**config.mk**
```make
export PLATFORM = sky130hd
export DESIGN_NAME = rtca_regs
export DESIGN_NICKNAME = d
export VERILOG_FILES = /design/src/verilog/rtca_pkg.sv /design/src/verilog/rtca_regs.sv
export VERILOG_INCLUDE_DIRS = /design/src /design/src/verilog
export SDC_FILE = /design/constraint.sdc
export NUM_CORES = 1
export LEC_CHECK = 0
export ABC_AREA = 1
export BUFFER_PORTS_ARGS = -buffer_cell sky130_fd_sc_hd__buf_4
export CORE_MARGIN = 2
export CORE_UTILIZATION = 61
export DETAILED_ROUTE_END_ITERATION = 7
export GPL_TIMING_DRIVEN = 0
export HOLD_SLACK_MARGIN = 0.05
export PLACE_DENSITY = 0.83
export SYNTH_ARGS = -nofsm -noshare
export SYNTH_HDL_FRONTEND = slang
export SYNTH_SLANG_ARGS = --single-unit
```
**constraint.sdc**
```tcl
create_clock -name mclk -period 4.6 [get_ports mclk]
set_input_delay 0.23 -clock mclk [delete_from_list [all_inputs] [get_ports mclk]]
set_output_delay 0.23 -clock mclk [all_outputs]
set_load 0.02 [all_outputs]
```
**src/verilog/rtca_consts.svh**
```systemverilog
// constants for the calendar clock control, alarm and time registers
`ifndef RTCA_CONSTS_SVH
`define RTCA_CONSTS_SVH
`define RTCA_ADDR_W      8
`define RTCA_CON_BASE    4'h0
`define RTCA_ALRM_BASE   4'h1
`define RTCA_TIME_BASE   4'h2
`define RTCA_ZERO        32'h0000_0000
`define RTCA_CON_WMASK   32'h03FF_A089
`define RTCA_CON_ON      15
`define RTCA_CON_WREN    3
`define RTCA_CON_SYNC    2
`define RTCA_CON_HALF    1
`define RTCA_CON_CLKON   6
`define RTCA_CON_SECSEL  7
`define RTCA_CON_OE      0
`define RTCA_ALRM_WMASK  32'h0000_EFFF
`define RTCA_AL_EN       15
`define RTCA_AL_CHIME    14
`define RTCA_AL_PIV      13
`define RTCA_AL_SYNC     12
`define RTCA_AL_SEL_HI   11
`define RTCA_AL_SEL_LO   8
`define RTCA_AL_RPT_HI   7
`define RTCA_AL_RPT_LO   0
`define RTCA_TIME_WMASK  32'h3F7F_7F00
`define RTCA_SEC_MASK    32'h0000_FF00
`define RTCA_HALF_CNT    16384
`define RTCA_SYNC_WIN    32
`define RTCA_BCD_NINE    4'h9
`define RTCA_BCD_FIVE    4'h5
`define RTCA_HR_TENS_MAX 4'h2
`define RTCA_HR_UNIT_MAX 4'h3
`define RTCA_DIGIT_ZERO  4'h0
`endif

```
**src/verilog/rtca_pkg.sv**
```systemverilog
// types for the calendar clock register block
package rtca_pkg;
    typedef enum logic [1:0] {
        RTCA_OP_WRITE = 2'b00,
        RTCA_OP_CLR   = 2'b01,
        RTCA_OP_SET   = 2'b10,
        RTCA_OP_INV   = 2'b11
    } rtca_op_t;
    typedef enum logic [3:0] {
        RTCA_IV_HALF  = 4'b0000,
        RTCA_IV_SEC   = 4'b0001,
        RTCA_IV_SECONDS_TENS = 4'b0010,
        RTCA_IV_MIN   = 4'b0011,
        RTCA_IV_MINUTES_TENS = 4'b0100,
        RTCA_IV_HOUR  = 4'b0101,
        RTCA_IV_DAY   = 4'b0110,
        RTCA_IV_WEEK  = 4'b0111,
        RTCA_IV_MONTH = 4'b1000,
        RTCA_IV_YEAR  = 4'b1001
    } rtca_interval_t;
endpackage

```
**src/verilog/rtca_regs.sv**
```systemverilog
// control, alarm control and time value registers of the calendar clock
//
// Implementation choices: strobed register access and the address map.
`include "rtca_consts.svh"
`timescale 1ns/100ps
module rtca_regs #(
    parameter int HALF_CNT = `RTCA_HALF_CNT
) (
    input  wire logic                    mclk,
    input  wire logic                    rst_n,
    input  wire logic                    sys_rst_n,
    input  wire logic [`RTCA_ADDR_W-1:0] addr,
    input  wire logic [31:0]             wr_data,
    input  wire logic                    wr_en,
    input  wire logic                    rd_en,
    output logic      [31:0]             rd_data,
    input  wire logic                    unlock_ok,
    input  wire logic                    xtal_in,
    input  wire logic                    cal_week_evt,
    input  wire logic                    cal_month_evt,
    input  wire logic                    cal_year_evt,
    output logic                         alarm_evt,
    output logic                         alarm_pulse,
    output logic                         clk_out,
    output logic                         clk_out_oe
);
    import rtca_pkg::*;

    localparam int CW = $clog2(HALF_CNT);

    logic [31:0]   con_q;
    logic [31:0]   con_d;
    logic [31:0]   alrm_q;
    logic [31:0]   alrm_d;
    logic [31:0]   time_q;
    logic [31:0]   time_d;
    logic [31:0]   rd_q;
    logic [CW-1:0] pre_q;
    logic [2:0]    xs_q;
    logic          pulse_q;
    logic          evt_q;
    logic          half_q;
    logic          out_q;
    logic          oe_q;
    logic          xtick;
    logic          half_tick;
    logic          sec_tick;
    logic          near_roll;
    logic          sel_con;
    logic          sel_alrm;
    logic          sel_time;
    rtca_op_t      op;
    logic [9:0]    ev_vec;
    logic          al_hit;
    logic [3:0]    su;
    logic [3:0]    st;
    logic [3:0]    mu;
    logic [3:0]    mt;
    logic [3:0]    hu;
    logic [3:0]    ht;
    logic          w_su;
    logic          w_st;
    logic          w_mu;
    logic          w_mt;
    logic          w_hr;

    // masked update shared by the three registers and their aliases
    function automatic logic [31:0] alias_upd(
        input logic [31:0] old,
        input logic [31:0] wd,
        input logic [31:0] mask,
        input rtca_op_t    kind
    );
        logic [31:0] v;
        v = wd;
        unique case (kind)
            RTCA_OP_WRITE: v = wd;
            RTCA_OP_CLR:   v = old & ~wd;
            RTCA_OP_SET:   v = old | wd;
            RTCA_OP_INV:   v = old ^ wd;
        endcase
        return (old & ~mask) | (v & mask);
    endfunction

    // crystal pin: two flops, then the edge detector reads the second
    always_ff @(posedge mclk or negedge rst_n) begin
        if (!rst_n) begin
            xs_q <= 3'h0;
        end else begin
            xs_q <= {xs_q[1:0], xtal_in};
        end
    end
    assign xtick = xs_q[1] & ~xs_q[2];

    assign half_tick = xtick && con_q[`RTCA_CON_ON] &&
                       (pre_q == CW'(HALF_CNT - 1));
    assign sec_tick  = half_tick && half_q;
    // a cpu read fits well inside the window, so one compare suffices
    assign near_roll = con_q[`RTCA_CON_ON] &&
                       (pre_q >= CW'(HALF_CNT - `RTCA_SYNC_WIN));

    always_ff @(posedge mclk or negedge rst_n) begin
        if (!rst_n) begin
            pre_q <= '0;
        end else if (!con_q[`RTCA_CON_ON]) begin
            pre_q <= '0;
        end else if (xtick) begin
            if (pre_q == CW'(HALF_CNT - 1)) begin
                pre_q <= '0;
            end else begin
                pre_q <= pre_q + CW'(1);
            end
        end
    end

    assign sel_con  = addr[7:4] == `RTCA_CON_BASE;
    assign sel_alrm = addr[7:4] == `RTCA_ALRM_BASE;
    assign sel_time = addr[7:4] == `RTCA_TIME_BASE;
    assign op       = rtca_op_t'(addr[3:2]);

    assign su = time_q[11:8];
    assign st = time_q[15:12];
    assign mu = time_q[19:16];
    assign mt = time_q[23:20];
    assign hu = time_q[27:24];
    assign ht = time_q[31:28];
    assign w_su = sec_tick && su == `RTCA_BCD_NINE;
    assign w_st = w_su && st == `RTCA_BCD_FIVE;
    assign w_mu = w_st && mu == `RTCA_BCD_NINE;
    assign w_mt = w_mu && mt == `RTCA_BCD_FIVE;
    assign w_hr = w_mt && ht == `RTCA_HR_TENS_MAX &&
                  hu == `RTCA_HR_UNIT_MAX;

    // calendar events fire only on dates that exist, so a february 29
    // yearly alarm recurs only in leap years
    assign ev_vec = {cal_year_evt, cal_month_evt, cal_week_evt,
                     w_hr, w_mt, w_mu, w_st, w_su, sec_tick, half_tick};

    always_comb begin
        unique case (alrm_q[`RTCA_AL_SEL_HI:`RTCA_AL_SEL_LO])
            RTCA_IV_HALF:  al_hit = ev_vec[0];
            RTCA_IV_SEC:   al_hit = ev_vec[1];
            RTCA_IV_SECONDS_TENS: al_hit = ev_vec[2];
            RTCA_IV_MIN:   al_hit = ev_vec[3];
            RTCA_IV_MINUTES_TENS: al_hit = ev_vec[4];
            RTCA_IV_HOUR:  al_hit = ev_vec[5];
            RTCA_IV_DAY:   al_hit = ev_vec[6];
            RTCA_IV_WEEK:  al_hit = ev_vec[7];
            RTCA_IV_MONTH: al_hit = ev_vec[8];
            RTCA_IV_YEAR:  al_hit = ev_vec[9];
            default:       al_hit = 1'b0;
        endcase
        al_hit = al_hit && alrm_q[`RTCA_AL_EN];
    end

    // control register: software write, then hardware status bits
    always_comb begin
        logic [31:0] m;
        m = `RTCA_CON_WMASK;
        if (!con_q[`RTCA_CON_WREN]) begin
            m[`RTCA_CON_ON] = 1'b0;
        end
        con_d = con_q;
        if (wr_en && sel_con) begin
            con_d = alias_upd(con_q, wr_data, m, op);
            if (!unlock_ok && !con_q[`RTCA_CON_WREN]) begin
                con_d[`RTCA_CON_WREN] = 1'b0;
            end
        end
        con_d[`RTCA_CON_SYNC]  = near_roll;
        con_d[`RTCA_CON_HALF]  = half_q;
        con_d[`RTCA_CON_CLKON] = con_q[`RTCA_CON_ON];
    end

    // power-on reset only; the system reset leaves it alone
    always_ff @(posedge mclk or negedge rst_n) begin
        if (!rst_n) begin
            con_q <= `RTCA_ZERO;
        end else begin
            con_q <= con_d;
        end
    end

    // alarm: the write and the event are merged in one cycle so an
    // event landing on a software write is not lost
    always_comb begin
        logic [31:0] m;
        logic [7:0]  rpt;
        m = `RTCA_ALRM_WMASK;
        if (alrm_q[`RTCA_AL_EN]) begin
            m[`RTCA_AL_PIV] = 1'b0;
        end
        alrm_d = alrm_q;
        if (wr_en && sel_alrm) begin
            alrm_d = alias_upd(alrm_q, wr_data, m, op);
        end
        rpt = alrm_d[`RTCA_AL_RPT_HI:`RTCA_AL_RPT_LO];
        if (al_hit) begin
            if (rpt == 8'h00 && !alrm_d[`RTCA_AL_CHIME]) begin
                alrm_d[`RTCA_AL_EN] = 1'b0;
            end else begin
                rpt = rpt - 8'h01;
            end
        end
        alrm_d[`RTCA_AL_RPT_HI:`RTCA_AL_RPT_LO] = rpt;
        alrm_d[`RTCA_AL_SYNC] = near_roll;
        if (alrm_d[`RTCA_AL_EN] && alrm_q[`RTCA_AL_EN]) begin
            alrm_d[`RTCA_AL_PIV] = pulse_q ^ al_hit;
        end
    end

    always_ff @(posedge mclk or negedge rst_n) begin
        if (!rst_n) begin
            alrm_q <= `RTCA_ZERO;
        end else begin
            alrm_q <= alrm_d;
        end
    end

    // pulse starts from the initial value and toggles per event
    always_ff @(posedge mclk or negedge rst_n) begin
        if (!rst_n) begin
            pulse_q <= 1'b0;
        end else if (!alrm_q[`RTCA_AL_EN]) begin
            pulse_q <= alrm_d[`RTCA_AL_PIV];
        end else if (al_hit) begin
            pulse_q <= ~pulse_q;
        end
    end

    // time: the counting happens before a software write in the same
    // cycle, so the written value wins and no tick corrupts it
    always_comb begin
        time_d = time_q;
        if (sec_tick) begin
            time_d[11:8] = w_su ? `RTCA_DIGIT_ZERO : su + 4'h1;
            if (w_su) begin
                time_d[15:12] = w_st ? `RTCA_DIGIT_ZERO : st + 4'h1;
            end
            if (w_st) begin
                time_d[19:16] = w_mu ? `RTCA_DIGIT_ZERO : mu + 4'h1;
            end
            if (w_mu) begin
                time_d[23:20] = w_mt ? `RTCA_DIGIT_ZERO : mt + 4'h1;
            end
            if (w_hr) begin
                time_d[31:24] = {`RTCA_DIGIT_ZERO, `RTCA_DIGIT_ZERO};
            end else if (w_mt) begin
                if (hu == `RTCA_BCD_NINE) begin
                    time_d[27:24] = `RTCA_DIGIT_ZERO;
                    time_d[31:28] = ht + 4'h1;
                end else begin
                    time_d[27:24] = hu + 4'h1;
                end
            end
        end
        if (wr_en && sel_time && con_q[`RTCA_CON_WREN]) begin
            time_d = alias_upd(time_d, wr_data, `RTCA_TIME_WMASK, op);
        end
    end

    // bits 7:0 and the top tens bits never load: the write mask keeps
    // them zero, so a read needs no extra masking
    always_ff @(posedge mclk or negedge rst_n) begin
        if (!rst_n) begin
            time_q <= `RTCA_ZERO;
        end else begin
            time_q <= time_d;
        end
    end

    // half second flag; a seconds write clears it even on a tick
    always_ff @(posedge mclk or negedge rst_n) begin
        if (!rst_n) begin
            half_q <= 1'b0;
        end else if (wr_en && sel_time && con_q[`RTCA_CON_WREN] &&
                     (op == RTCA_OP_WRITE ||
                      (wr_data & `RTCA_SEC_MASK) != `RTCA_ZERO)) begin
            half_q <= 1'b0;
        end else if (half_tick) begin
            half_q <= ~half_q;
        end
    end

    // read data one cycle after the strobe; aliases and holes read zero
    always_ff @(posedge mclk or negedge rst_n) begin
        if (!rst_n) begin
            rd_q <= `RTCA_ZERO;
        end else if (!sys_rst_n) begin
            rd_q <= `RTCA_ZERO;
        end else if (rd_en && op == RTCA_OP_WRITE) begin
            unique case (addr[7:4])
                `RTCA_CON_BASE:  rd_q <= con_q;
                `RTCA_ALRM_BASE: rd_q <= alrm_q;
                `RTCA_TIME_BASE: rd_q <= time_q;
                default:         rd_q <= `RTCA_ZERO;
            endcase
        end else begin
            rd_q <= `RTCA_ZERO;
        end
    end

    always_ff @(posedge mclk or negedge rst_n) begin
        if (!rst_n) begin
            evt_q <= 1'b0;
            out_q <= 1'b0;
            oe_q  <= 1'b0;
        end else begin
            evt_q <= al_hit;
            out_q <= con_q[`RTCA_CON_SECSEL] ? half_q : pulse_q;
            oe_q  <= con_q[`RTCA_CON_OE] & con_q[`RTCA_CON_ON];
        end
    end

    assign rd_data     = rd_q;
    assign alarm_evt   = evt_q;
    assign alarm_pulse = pulse_q;
    assign clk_out     = out_q;
    assign clk_out_oe  = oe_q;
endmodule // rtca_regs
```
==> impl.org <==
** Drt
- In this run the remaining antenna-violating nets after routing total 0.
- First-pass DRT Iterations :: 6
- DRC violations left :: 0
- Iteration-0 DRC Markers :: 788
- Dividing the detail-routed via count by the number of cells gives 5.746.
- Total detailed-routing wirelength :: 21880 microns
- The detailed router placed 7556 vias in this run.
- Average wire per standard cell :: 16.64 microns

** Place
- Final GP Congestion :: 0.9108
- IO buf count :: 80
- Minimum setup slack after placement :: 1.462 ns
- After legalization and detailed placement, the total HPWL measured 15590 microns.

** STA
- For the pin with the worst max-slew slack, the measured transition is 0.7759 ns.
- The final number of max-transition violations is 0.
- Setup violations remaining at the end of the flow were counted as 0.
- Period utilization :: 69.04%
- Min Clock Period, post-route :: 3.176 ns
- Between clock sinks in the finished design, the worst skew comes to 0.01170 ns.
- Across all setup checks in the final design, the least slack found is 1.424 ns.
- Measured against its own limit, the worst slew margin works out to 47.88%.
- Fmax :: 314.9 MHz
- Setup repair after global routing left no endpoint under its margin.
- Final total negative setup slack :: 0 ns
- The total count of hold-check failures in the final report was 0.

** Finish
- In the final layout, the multi-input gates occupy 4534 sq um.
- After filler insertion, the fill cell instance count of the layout stands at 1099.
- Antenna diode instance count :: 0
- Final Net Count :: 1299
- The post-route netlist has 12.55% of its cells at a drive strength greater than 1.
- Sequential cell area :: 2778 sq um
- Area growth, synth to finish :: 14.41%

** Yosys
- Net count of the mapped netlist :: 1205
- Synth area leader :: dfrtp_1
- A synthesized cell averages 7.858 sq um.
- Yosys top cell area share :: 33.99%
- Part of the Yosys area used for sequential elements :: 33.99%
- For this run, the leading register cell type out of synthesis is dfrtp_1.
- Yosys warning count :: 0
- In this run the cell area of the synthesized design comes to 8173 sq um.
- By area the synthesized netlist is led by dfrtp_1 (34%), ha_1 (18%), inv_1 (8.5%), nand2_1 (8.1%), o21ai_0 (6.2%).
- In the post-synthesis netlist, the cell with the most instances is inv_1.
- EDFF count, synth :: 0
- After technology mapping, the gate count stands at 1040.
- Number of synthesized register bits :: 111
- Synthesis instantiated 49 different standard cells from the library.
- Most used standard cells in the synthesized netlist :: inv_1 (184), nand2_1 (177), ha_1 (115)
- Synth async-reset ratio :: 100.0%

** Critical path
- The cell that appears most often on the critical path is nand2_1.
- The largest individual stage delay along the critical path comes from the cell dfrtp_1.
- Biggest cell delay along the critical path :: 0.41 ns
- Required time at the endpoint of the critical path :: 4.83 ns
- Combined buffer and inverter count along the critical path :: 2
- The worst setup path is captured at a flop.
- The critical path is of the reg2reg type.
- Max Fanout on Critical Path :: 9
- Arrival @ worst endpoint :: 3.40 ns
- Traced cell by cell, the critical path runs through inv_1 -> ha_1 -> nand2_1 -> nor2_1 -> nand4_4 -> nor2_8 -> nand2_4 -> nor2_4 -> nand2_1 -> inv_2 -> nand2_1 -> nand3_1 -> ha_1 -> a221oi_1 -> o21ai_0 -> nand2_1 -> o21ai_1.
- Family with the most delay on the worst path :: simple AND/OR/NAND/NOR gates
- Nature of the critical path startpoint :: flop

** Clocking
- Register clock-pin slew on the reported worst setup and hold paths :: 0.08 ns
- Clock tree synthesis found a total of 111 sinks.
- CTS Buf Count :: 9
- Root buffer selected by CTS :: clkbuf_16
- TritonCTS built the clock tree.
- The clock tree synthesis step divided the H-tree into 3 levels.
- Counting along the longest clock path gives a buffer depth of 2.
- Worst-Skew Late Latency :: 0.37 ns
- In this run the post-CTS setup repair buffer count came out at 0.

** Run status
- The flow ran to the end, and the final reports show no timing, DRC or antenna violations.

** Pwr
- In this run the static leakage power is 4.936 nW.
- Power Density :: 345.2 nW/um^2
- Worst VDD drop :: 0.3114 mV

** Floorplanning
- The die is 119.8 microns wide.
- For this design the top-level I/O count stands at 86.
- The region available for standard cell placement spans 13140 sq um.
- Overall die area :: 14340 sq um
- Number of placement rows :: 42
- Die Y-Extent :: 119.8 microns
- Effective utilization at floorplan :: 62.21%

** Flow run
- The tool flagged a number of max-cap violations equal to 0.

** Global routing
- Global routing used 31.80% of the available tracks across all layers.
- The initial antenna violation count was 0.
- For this run the aggregate overflow at the end of global routing stands at 0.
- Maximum number of pins on one net before global-route repair :: 76
- Vias in the first global route :: 7302
- The first global-routing pass estimated 36060 microns of wire.

** Worst hold path
- Hold WC Path Type :: in2reg
-- worst paths after layout --
path | slack (ns) | cells after the start | start | to
max in group asynchronous | 3.58 | 3 | rst_n | pre_q[13]
min in group asynchronous | 0.33 | 2 | rst_n | rd_data[22]
worst max register to register | 1.42 | 17 | time_q[9] | time_q[28]
worst min-delay path | 0.15 | 3 | wr_data[27] | time_q[27]
worst min register to register | 0.35 | 0 | xs_q[0] | xs_q[1]
worst max-delay path | 1.42 | 17 | time_q[9] | time_q[28]
-- sequential cells by signal (all words and copies together), names as in the netlist, 3 cells and up --
register	cells
con_q	18
xs_q	3
time_q	24
rd_data	32
pre_q	14
alrm_q	15
-- kinds of logic after synthesis --
family                   count (synthesis)  synth area share (%)
buffers and inverters                  226                 10.53
AND/OR/NAND/NOR                        346                 19.58
flip-flops                             111                 33.99
XOR/XNOR                                17                 1.822
adder cells (fa/ha/maj)                115                 17.61
AO/OA/AOI/OAI                          224                 16.35
multiplexers                             1                0.1225
-- through the flow --
stage	instance area, sq um	cells	power, W	hold slack, ns	util, %
2_1_floorplan	8173	1040	0.002044	-0.06559	-
3_3_place_gp	8994	1296	0.002311	0.3392	68.46
3_5_place_dp	9025	1297	0.002371	0.1591	68.70
4_1_cts	9350	1315	0.003212	0.1372	71.17
5_1_grt	9350	1315	0.003462	0.1605	71.17
6_report	9350	1315	0.003227	0.1479	71.17
-- layer usage --
layer,global-route usage [%],part of all wire [%],vias up
li1,-,-,3596
met1,42.17,43,3544
met2,51.18,46,351
met3,6.654,8.2,65
met4,12.50,3.6,0
met5,0,0,-
-- area by class of cell --
type / count / area share, %
multi-input combinational: 703 / 48.49
sequential: 111 / 29.71
inverter: 196 / 7.922
timing repair buffer: 83 / 6.972
clock buffer: 10 / 2.449
tap: 176 / 2.355
buffer: 30 / 1.285
clock inverter: 6 / 0.8163
-- worst reg2reg max path, cell delays in order (launching register included) --
cell      delay (ns)
dfrtp_1         0.41
inv_1           0.10
ha_1            0.15
nand2_1         0.05
nor2_1          0.34
nand4_4         0.26
nor2_8          0.24
nand2_4         0.11
nor2_4          0.16
nand2_1         0.11
inv_2           0.11
nand2_1         0.06
nand3_1         0.12
ha_1            0.25
a221oi_1        0.27
o21ai_0         0.14
nand2_1         0.09
o21ai_1         0.07
-- report_power, final --
part,switching (W),total (W),internal [W]
Combinational,0.000696,0.00110,0.000406
Clock,0.000404,0.000837,0.000433
Sequential,0.000152,0.00129,0.00114
Total,0.00125,0.00323,0.00198
-- placed cells by master (no fill, tap or decap), types with 10 or more instances in the layout --
master / count
dfrtp_1: 111
nand3_1: 29
o21ai_0: 102
buf_4: 79
xor2_1: 14
a21oi_1: 26
o22ai_1: 31
nor2_1: 67
a22oi_1: 11
o211ai_1: 25
nand4_1: 10
inv_1: 184
nand2_1: 177
ha_1: 115
clkbuf_1: 21
nor3_1: 24
-- timing repair --
item | in CTS | in global routing
hold buffers | 2 | 0
hold endpoints to repair | 37 | 0
resized for setup | 0 | 0
setup endpoints to repair | 0 | 0
No activity file was read; power rests on OpenSTA's default activity.
